<file path="config.mk">
export PLATFORM = sky130hd
export DESIGN_NAME = icg_top
export DESIGN_NICKNAME = d
export VERILOG_FILES = /design/src/icg_pkg.sv /design/src/icg_top.sv
export SDC_FILE = /design/constraint.sdc
export NUM_CORES = 1
export LEC_CHECK = 0
export ABC_AREA = 1
export BUFFER_PORTS_ARGS = -buffer_cell sky130_fd_sc_hd__buf_4
export CORE_MARGIN = 4
export CORE_UTILIZATION = 45
export CTS_BUF_LIST = sky130_fd_sc_hd__clkbuf_16
export CTS_CLUSTER_DIAMETER = 200
export DETAILED_ROUTE_END_ITERATION = 10
export GPL_TIMING_DRIVEN = 0
export PLACE_DENSITY = 0.72
export REMOVE_ABC_BUFFERS = 1
export SYNTH_ARGS = -nofsm -noshare
export SYNTH_HDL_FRONTEND = slang
export SYNTH_SLANG_ARGS = --single-unit
export TNS_END_PERCENT = 10
</file>
<file path="constraint.sdc">
create_clock -name i_clock -period 4.7 [get_ports i_clock]
set_input_delay 0.235 -clock i_clock [delete_from_list [all_inputs] [get_ports i_clock]]
set_output_delay 0.235 -clock i_clock [all_outputs]
set_load 0.005 [all_outputs]
</file>
<file path="src/icg_pkg.sv">
package icg_pkg;

  // Register byte offsets on the AHB-Lite slave
  localparam logic [7:0] OFF_CTRL = 8'h00;
  localparam logic [7:0] OFF_PRI_HIGH = 8'h04;
  localparam logic [7:0] OFF_PRI_LOW = 8'h08;
  localparam logic [7:0] OFF_SEC_HIGH = 8'h0C;
  localparam logic [7:0] OFF_SEC_LOW = 8'h10;
  localparam logic [7:0] OFF_STATUS = 8'h14;

  // Control register fields
  localparam int BIT_ENABLE = 0;
  localparam int BIT_BASEBAND = 1;
  localparam int BIT_FSK = 2;
  localparam int BIT_HALVE = 6;

  // Data register fields
  localparam int CNT_W = 6;
  localparam int BIT_LATCH = 7;

  // Status register fields
  localparam int BIT_ST_CARRIER = 6;
  localparam int BIT_ST_PHASE = 7;
  localparam int BIT_ST_SET = 8;

  // Reset values
  localparam logic [CNT_W-1:0] RST_COUNT = 6'h00;
  localparam logic RST_LATCH = 1'b0;

  // Timing: one count step is one oscillator period
  localparam int CLK_PERIOD_PS = 4000;
  localparam int STEP_TIME_PS = 4000;
  localparam int STEP_CYCLES = (STEP_TIME_PS / CLK_PERIOD_PS < 1) ? 1 :
                               STEP_TIME_PS / CLK_PERIOD_PS;
  // Modulator time baseband_select: one tick per eight oscillator periods, sixteen with halve select set
  localparam int MOD_TICK_DIV = 8;
  localparam logic [2:0] MOD_TICK_LAST = 3'(MOD_TICK_DIV - 1);

  // AHB encodings
  localparam logic [1:0] HTRANS_NONSEQ = 2'h2;
  localparam logic [1:0] HTRANS_SEQ = 2'h3;

  typedef enum logic {
    PH_HIGH = 1'b0,
    PH_LOW = 1'b1
  } icg_phase_t;

  // Bus clock phase at which a pending latch write lands
  typedef enum logic {
    BUS_FALL = 1'b0,
    BUS_RISE = 1'b1
  } icg_bus_edge_t;

endpackage

</file>
<file path="src/icg_top.sv">
`timescale 1ns/1ps

////////////////////////////////////////////////////////////////////////////////
// Summary of operation
// (RQ1) Carrier made by counting clocks high then low; period is their sum.
// (RQ2) One count step equals one oscillator clock period.
// (RQ3) Two count-value sets; time mode uses only the primary set.
// (RQ4) FSK mode swaps count sets whenever the modulator requests a switch.
// (RQ5) Baseband select holds the carrier to the modulator continuously high.
// (RQ6) Carrier counts only while enabled and baseband select is clear.
// (RQ7) Six-bit up counter compares after increment, clears and swaps compare.
// (RQ8) High match drives carrier low; low match drives it high; repeats.
// (RQ9) Carrier frequency is clock over high plus low; counts 1 to 63.
// (RQ10) Halve select at control bit 6 halves the carrier frequency.
// (RQ11) Enabled: modulator output drives the pin; else the software latch.
// (RQ12) Output latch read and written through bit 7 of primary registers.
// (RQ13) Latch updates on either bus clock edge, full oscillator resolution.
// (RQ14) Modulator tick: system time baseband_select in time mode, carrier in FSK.
// (RQ15) Modulator time baseband_select ticks once per eight oscillator periods, sixteen with halve select set.
// (RQ16) Software loads nonzero counts before enabling; reset clears counts to zero.
// (RQ17) Reset clears the output latch.
// (RQ18) Negative-edge bit lands on falling bus edge; positive one later.
// (RQ19) On enable the counter starts at zero, high phase, primary set.
// (RQ20) Set switch takes effect at the next carrier period boundary.
module icg_top (
  input wire logic i_clock,
  input wire logic i_resetn,
  input wire logic i_hsel,
  input wire logic [31:0] i_haddr,
  input wire logic [1:0] i_htrans,
  input wire logic i_hwrite,
  input wire logic [2:0] i_hsize,
  input wire logic [31:0] i_hwdata,
  input wire logic i_hready,
  output logic [31:0] o_hrdata,
  output logic o_hreadyout,
  output logic o_hresp,
  input wire logic i_mod_gate,
  input wire logic i_mod_switch,
  output logic o_carrier,
  output logic o_mod_tick,
  output logic o_infrared_out_pin
);

  typedef struct packed {
    logic enable;
    logic baseband;
    logic fsk;
    logic halve;
    logic [5:0] pri_high;
    logic [5:0] pri_low;
    logic [5:0] sec_high;
    logic [5:0] sec_low;
    logic latch;
    logic pend_valid;
    logic pend_value;
    icg_pkg::icg_bus_edge_t pend_edge;
    logic bus_phase;
    logic prescale;
    logic [5:0] count;
    icg_pkg::icg_phase_t phase;
    logic set_sel;
    logic switch_pend;
    logic carrier;
    logic pin;
    logic tick;
    logic [2:0] tick_count;
    logic a_valid;
    logic a_write;
    logic [7:0] a_addr;
    logic [31:0] hrdata;
  } icg_state_t;

  icg_state_t state_ff;
  icg_state_t nxt_state;

  ////////////////////////////////////////////////////////////////////////////
  // Compare value for a given set and phase
  function automatic logic [5:0] compare_value(
    input icg_state_t s,
    input logic sel,
    input icg_pkg::icg_phase_t ph
  );
    logic [5:0] v;
    if (sel) begin
      v = (ph == icg_pkg::PH_HIGH) ? s.sec_high : s.sec_low;
    end else begin
      v = (ph == icg_pkg::PH_HIGH) ? s.pri_high : s.pri_low;
    end
    return v;
  endfunction

  // Read view of a register; unmapped words read zero
  function automatic logic [31:0] read_word(
    input icg_state_t s,
    input logic [7:0] addr
  );
    logic [31:0] d;
    d = 32'h0000_0000;
    case (addr)
      icg_pkg::OFF_CTRL: begin
        d[icg_pkg::BIT_ENABLE] = s.enable;
        d[icg_pkg::BIT_BASEBAND] = s.baseband;
        d[icg_pkg::BIT_FSK] = s.fsk;
        d[icg_pkg::BIT_HALVE] = s.halve;
      end
      icg_pkg::OFF_PRI_HIGH: begin
        d[icg_pkg::CNT_W-1:0] = s.pri_high;
        d[icg_pkg::BIT_LATCH] = s.latch; // RQ12
      end
      icg_pkg::OFF_PRI_LOW: begin
        d[icg_pkg::CNT_W-1:0] = s.pri_low;
        d[icg_pkg::BIT_LATCH] = s.latch; // RQ12
      end
      icg_pkg::OFF_SEC_HIGH: begin
        d[icg_pkg::CNT_W-1:0] = s.sec_high;
      end
      icg_pkg::OFF_SEC_LOW: begin
        d[icg_pkg::CNT_W-1:0] = s.sec_low;
      end
      icg_pkg::OFF_STATUS: begin
        d[icg_pkg::CNT_W-1:0] = s.count;
        d[icg_pkg::BIT_ST_CARRIER] = s.carrier;
        d[icg_pkg::BIT_ST_PHASE] = s.phase;
        d[icg_pkg::BIT_ST_SET] = s.set_sel;
      end
      default: begin
        d = 32'h0000_0000;
      end
    endcase
    return d;
  endfunction

  ////////////////////////////////////////////////////////////////////////////
  logic gen_run;
  logic step;
  logic [5:0] count_inc;
  logic [5:0] cmp;
  logic at_match;
  logic period_end;
  logic take;
  logic mod_out;

  always_comb begin
    nxt_state = state_ff;

    // Data phase of a previously accepted write
    if (state_ff.a_valid && state_ff.a_write) begin
      case (state_ff.a_addr)
        icg_pkg::OFF_CTRL: begin
          nxt_state.enable = i_hwdata[icg_pkg::BIT_ENABLE];
          nxt_state.baseband = i_hwdata[icg_pkg::BIT_BASEBAND];
          nxt_state.fsk = i_hwdata[icg_pkg::BIT_FSK];
          nxt_state.halve = i_hwdata[icg_pkg::BIT_HALVE]; // RQ10
        end
        icg_pkg::OFF_PRI_HIGH: begin
          nxt_state.pri_high = i_hwdata[icg_pkg::CNT_W-1:0];
          nxt_state.pend_valid = 1'b1; // RQ18
          nxt_state.pend_value = i_hwdata[icg_pkg::BIT_LATCH];
          nxt_state.pend_edge = icg_pkg::BUS_FALL;
        end
        icg_pkg::OFF_PRI_LOW: begin
          nxt_state.pri_low = i_hwdata[icg_pkg::CNT_W-1:0];
          nxt_state.pend_valid = 1'b1; // RQ18
          nxt_state.pend_value = i_hwdata[icg_pkg::BIT_LATCH];
          nxt_state.pend_edge = icg_pkg::BUS_RISE;
        end
        icg_pkg::OFF_SEC_HIGH: begin
          nxt_state.sec_high = i_hwdata[icg_pkg::CNT_W-1:0];
        end
        icg_pkg::OFF_SEC_LOW: begin
          nxt_state.sec_low = i_hwdata[icg_pkg::CNT_W-1:0];
        end
        default: begin
          nxt_state.a_valid = 1'b0;
        end
      endcase
    end

    // Bus clock runs at half the oscillator; latch lands on the chosen edge
    nxt_state.bus_phase = ~state_ff.bus_phase; // RQ13
    if (state_ff.pend_valid && (state_ff.bus_phase == state_ff.pend_edge)) begin
      nxt_state.latch = state_ff.pend_value; // RQ18
      if (!(state_ff.a_valid && state_ff.a_write &&
            (state_ff.a_addr == icg_pkg::OFF_PRI_HIGH ||
             state_ff.a_addr == icg_pkg::OFF_PRI_LOW))) begin
        nxt_state.pend_valid = 1'b0;
      end
    end

    // Address phase capture; zero wait states
    take = i_hsel && i_hready &&
           (i_htrans == icg_pkg::HTRANS_NONSEQ || i_htrans == icg_pkg::HTRANS_SEQ);
    nxt_state.a_valid = take;
    nxt_state.a_write = take && i_hwrite;
    nxt_state.a_addr = {i_haddr[7:2], 2'b00};
    // Read view includes a write landing this cycle
    nxt_state.hrdata = (take && !i_hwrite) ? read_word(nxt_state, {i_haddr[7:2], 2'b00}) :
                       32'h0000_0000;

    // Carrier generator
    gen_run = state_ff.enable && !state_ff.baseband; // RQ6
    step = gen_run && (!state_ff.halve || state_ff.prescale); // RQ10 RQ2
    count_inc = state_ff.count + 6'h01; // RQ7
    cmp = compare_value(state_ff, state_ff.set_sel, state_ff.phase); // RQ3
    at_match = step && (count_inc == cmp); // RQ9
    period_end = at_match && (state_ff.phase == icg_pkg::PH_LOW); // RQ1

    if (i_mod_switch && state_ff.fsk && gen_run) begin
      nxt_state.switch_pend = 1'b1; // RQ4
    end

    if (!gen_run) begin
      nxt_state.prescale = 1'b0;
      nxt_state.count = icg_pkg::RST_COUNT; // RQ19
      nxt_state.phase = icg_pkg::PH_HIGH;
      nxt_state.set_sel = 1'b0;
      nxt_state.switch_pend = 1'b0;
      // Opening the high phase at once keeps the first pulse whole
      nxt_state.carrier = nxt_state.enable; // RQ5 RQ19
    end else begin
      nxt_state.prescale = ~state_ff.prescale;
      nxt_state.carrier = (state_ff.phase == icg_pkg::PH_HIGH);
      if (step) begin
        nxt_state.count = count_inc; // RQ7
      end
      if (at_match) begin
        nxt_state.count = icg_pkg::RST_COUNT; // RQ7
        case (state_ff.phase)
          icg_pkg::PH_HIGH: begin
            nxt_state.phase = icg_pkg::PH_LOW; // RQ8
          end
          icg_pkg::PH_LOW: begin
            nxt_state.phase = icg_pkg::PH_HIGH; // RQ8
          end
          default: begin
            nxt_state.phase = icg_pkg::PH_HIGH;
          end
        endcase
      end
      if (period_end && (state_ff.switch_pend || i_mod_switch) && state_ff.fsk) begin
        nxt_state.set_sel = ~state_ff.set_sel; // RQ20
        nxt_state.switch_pend = 1'b0;
      end
      if (!state_ff.fsk) begin
        nxt_state.set_sel = 1'b0; // RQ3
      end
      nxt_state.carrier = (nxt_state.phase == icg_pkg::PH_HIGH); // RQ8
    end

    // Modulator time baseband_select: carrier periods in FSK, fixed divide otherwise
    nxt_state.tick = 1'b0;
    if (!state_ff.enable) begin
      nxt_state.tick_count = 3'h0;
    end else if (state_ff.fsk && !state_ff.baseband) begin
      nxt_state.tick = period_end; // RQ14
    end else if (!state_ff.halve || state_ff.bus_phase) begin
      if (state_ff.tick_count == icg_pkg::MOD_TICK_LAST) begin
        nxt_state.tick_count = 3'h0;
        nxt_state.tick = 1'b1; // RQ15
      end else begin
        nxt_state.tick_count = state_ff.tick_count + 3'h1;
      end
    end

    // Transmitter output stage
    mod_out = i_mod_gate && state_ff.carrier; // RQ14
    nxt_state.pin = state_ff.enable ? mod_out : state_ff.latch; // RQ11
  end

  ////////////////////////////////////////////////////////////////////////////
  // Reset clears the count values to RST_COUNT; software must load them
  always_ff @(posedge i_clock) begin
    if (!i_resetn) begin
      state_ff <= '0;
      state_ff.latch <= icg_pkg::RST_LATCH; // RQ17
      state_ff.pend_valid <= 1'b0; // RQ17
      state_ff.pri_high <= icg_pkg::RST_COUNT;
      state_ff.pri_low <= icg_pkg::RST_COUNT;
      state_ff.sec_high <= icg_pkg::RST_COUNT;
      state_ff.sec_low <= icg_pkg::RST_COUNT;
    end else begin
      state_ff <= nxt_state;
    end
  end

  ////////////////////////////////////////////////////////////////////////////
  assign o_hrdata = state_ff.hrdata;
  assign o_hreadyout = 1'b1;
  assign o_hresp = 1'b0;
  assign o_carrier = state_ff.carrier;
  assign o_mod_tick = state_ff.tick;
  assign o_infrared_out_pin = state_ff.pin;

endmodule

</file>
==> summary.txt <==
Run status
  • Status: complete, no violations

Cells and area
  • Share of cells above drive strength 1: 11.3%
  • Post-route insts no fill: 679
  • Nets: 652
  • Antenna diodes: 0
  • Area delta synth->final: 12.8%
  • Final core occ: 52.3%

Critical path
  • Crit path DAT: 3.12 ns
  • Crit end category: flip-flop
  • Worst-path fanout max: 15
  • CP startpoint kind: flip-flop
  • Worst Path Required: 4.94 ns
  • WS Path Type: flip-flop to flip-flop

Placed design
  • Detailed Place HPWL: 6130 µm
  • Cell count after placement: 663
  • IO Port Bufs: 33
  • Routability Congestion: 0.884

Clock tree
  • CTS resizes: 0
  • Max Root-Sink Buffers: 2
  • Post-CTS setup buffers: 0
  • CTS Buf Count: 9
  • Root Buffer: clkbuf_16
  • CTS H-Tree Depth: 3
  • CTS Hold Bufs: 0
  • CTS Sinks: 66
  • CTS tree: built
  • CTS clk-pin slew, worst paths: 0.06 ns
  • Clock latency on the worst-skew pair: 0.34 ns

Power and ir drop
  • Power, Total: 0.00131 W
  • Power density cells: 323 mW/mm²
  • Leak: 1.94 nW
  • Worst vdd ir: 0.247 mV

Floorplan
  • Horiz. Die Dim: 97.3 µm
  • Starting Density: 46.4%
  • Die area: 0.00946 mm²
  • Row count: 32
  • Core Area: 0.00773 mm²
  • Num ports: 113
  • Chip Height: 97.3 µm

Global routing
  • First-pass GRT wire length: 14200 µm
  • Tot GR Track Use: 18.6%
  • Vias in the first global route: 3095
  • GRT Residual Overflow: 0
  • Largest net degree at the start of global routing: 33
  • Initial antenna violation count: 0

Logic synthesis
  • Post-Syn Instances: 549
  • Ranking of synthesized cells by area: dfxtp_1 37%, nand2_1 16%, inv_1 8.4%, buf_4 7.3%, nor2_1 6.7%
  • Most numerous cell in the Yosys netlist: nand2_1
  • Area leader, netlist: dfxtp_1
  • Synth Flop Type: dfxtp_1
  • Most frequent cells after synthesis: 151 x nand2_1, 80 x inv_1, 66 x dfxtp_1
  • Synth Register Bits: 66
  • Post-synth ARST share: 0%
  • Top-area cell type share of the netlist area: 36.9%
  • Synth warn: 0
  • Mapped Avg Cell Area: 6.53 µm²
  • Post-synthesis sequential area ratio: 36.9%
  • Post-Syn Area: 0.00358 mm²
  • Number of enable flip-flop cells after synthesis: 0
  • Netlist cell types: 37

Timing
  • Unrepaired setup endpoints after global routing: false
  • Final setup vio count: 0
  • Max-Slew Margin vs Limit: 28.6%
  • Final Slew Violations: 0
  • Final period util: 61.1%
  • Actual transition at the worst max-transition pin: 1.07 ns
  • Tmin final: 2.87 ns
  • Max Clk Rate: 348 MHz
  • Final hold viol count: 0
  • Setup Skew: 0.00460 ns
  • Setup TNS: 0 ns

Worst hold path
  • Hold crit path type: primary input to flip-flop

Flow run
  • Max-cap violation count: 0

Drt
  • Initial detailed-routing violation count: 176
  • DR vias/cell: 4.82
  • Drt pass-1 iters: 4
  • Post-route ant nets: 0
  • Via count: 3274
  • Post-Route WL: 8470 µm
  • Routed len/inst: 12.5 µm
  • Drc violations: 0
## layer usage
metal | share of wire (%) | vias to the layer above | track usage, %
met5 | 0 | - | 0
met4 | 2.0 | 0 | 7.88
met3 | 7.6 | 15 | 5.24
met2 | 46 | 107 | 30.4
met1 | 44 | 1452 | 22.9
li1 | - | 1700 | -
## final timing paths
check	slack (ns)	from	cells after the start	end
max	1.83	state_ff[50]	15	state_ff[49]
min	0.08	i_haddr[7]	3	state_ff[39]
max reg2reg	1.83	state_ff[50]	15	state_ff[49]
min reg2reg	0.45	state_ff[57]	1	state_ff[57]
## placed cells by master (no fill, tap or decap), types with 4 or more instances in the layout
cell,count
o211ai_1,4
a21oi_1,18
buf_4,33
conb_1,25
ha_1,4
inv_1,80
nor2_1,64
nand2_1,151
clkbuf_16,9
dfxtp_1,66
nor3_1,5
o22ai_1,5
o21ai_0,27
o21ai_1,5
nand3_1,45
nand2_2,5
## cells by family (layout without fill, tap and decap cells)
| family | count (synthesis) | after routing | share of synthesized area [%] |
|---|---|---|---|
| buffers and inverters | 127 | 132 | 17.3 |
| DFF | 66 | 66 | 36.9 |
| adders and majority gates | 4 | 4 | 1.40 |
| and+or+nand+nor | 287 | 287 | 34.6 |
| xor gates and xnor gates | 1 | 1 | 0.244 |
| AOI/OAI and AO/OA | 62 | 62 | 9.35 |
| other | 2 | 25 | 0.210 |
## area by class of cell
type / count / area, µm²
Clock buffer: 9 / 225
Clock inverter: 7 / 82.6
Fill cell: 794 / 3680
Inverter: 83 / 312
Multi-Input combinational cell: 379 / 1730
Sequential cell: 66 / 1320
Tap cell: 102 / 128
Timing Repair Buffer: 33 / 248
## per-stage QoR
step           area [µm²]  hold WS [ns]  setup WS [ns]
4_1_cts              4050        0.0731           1.82
6_report             4050        0.0827           1.83
2_1_floorplan        3360         0.328           2.60
3_3_place_gp         3740         0.423           1.94
3_5_place_dp         3740         0.428           1.89
5_1_grt              4050        0.0865           1.51
## sequential cells by signal, indices dropped and copies added (netlist names)
register	count
o_infrared_out_pin	1
state_ff	54
o_carrier	1
o_mod_tick	1
o_hrdata	9
## worst max-delay path: stages (launching register included)
cell     delay, ns
dfxtp_1       0.73
inv_1         0.41
nand2_1       0.16
nand3_1       0.08
nand2_1       0.14
inv_1         0.06
nand2_1       0.06
nand2_1       0.04
nor2_1        0.12
nand2_2       0.12
inv_1         0.08
ha_1          0.17
inv_1         0.06
nor3_1        0.22
nor2_1        0.06
nor4_1        0.23
## power by group
part	leakage (nW)	total, W	internal (W)	switching [W]
clock network	0.145	0.000693	0.000419	0.000273
logic	1.26	0.0000490	0.0000178	0.0000311
registers	0.533	0.000566	0.000563	0.00000270
(Power assumes the default switching activity.)
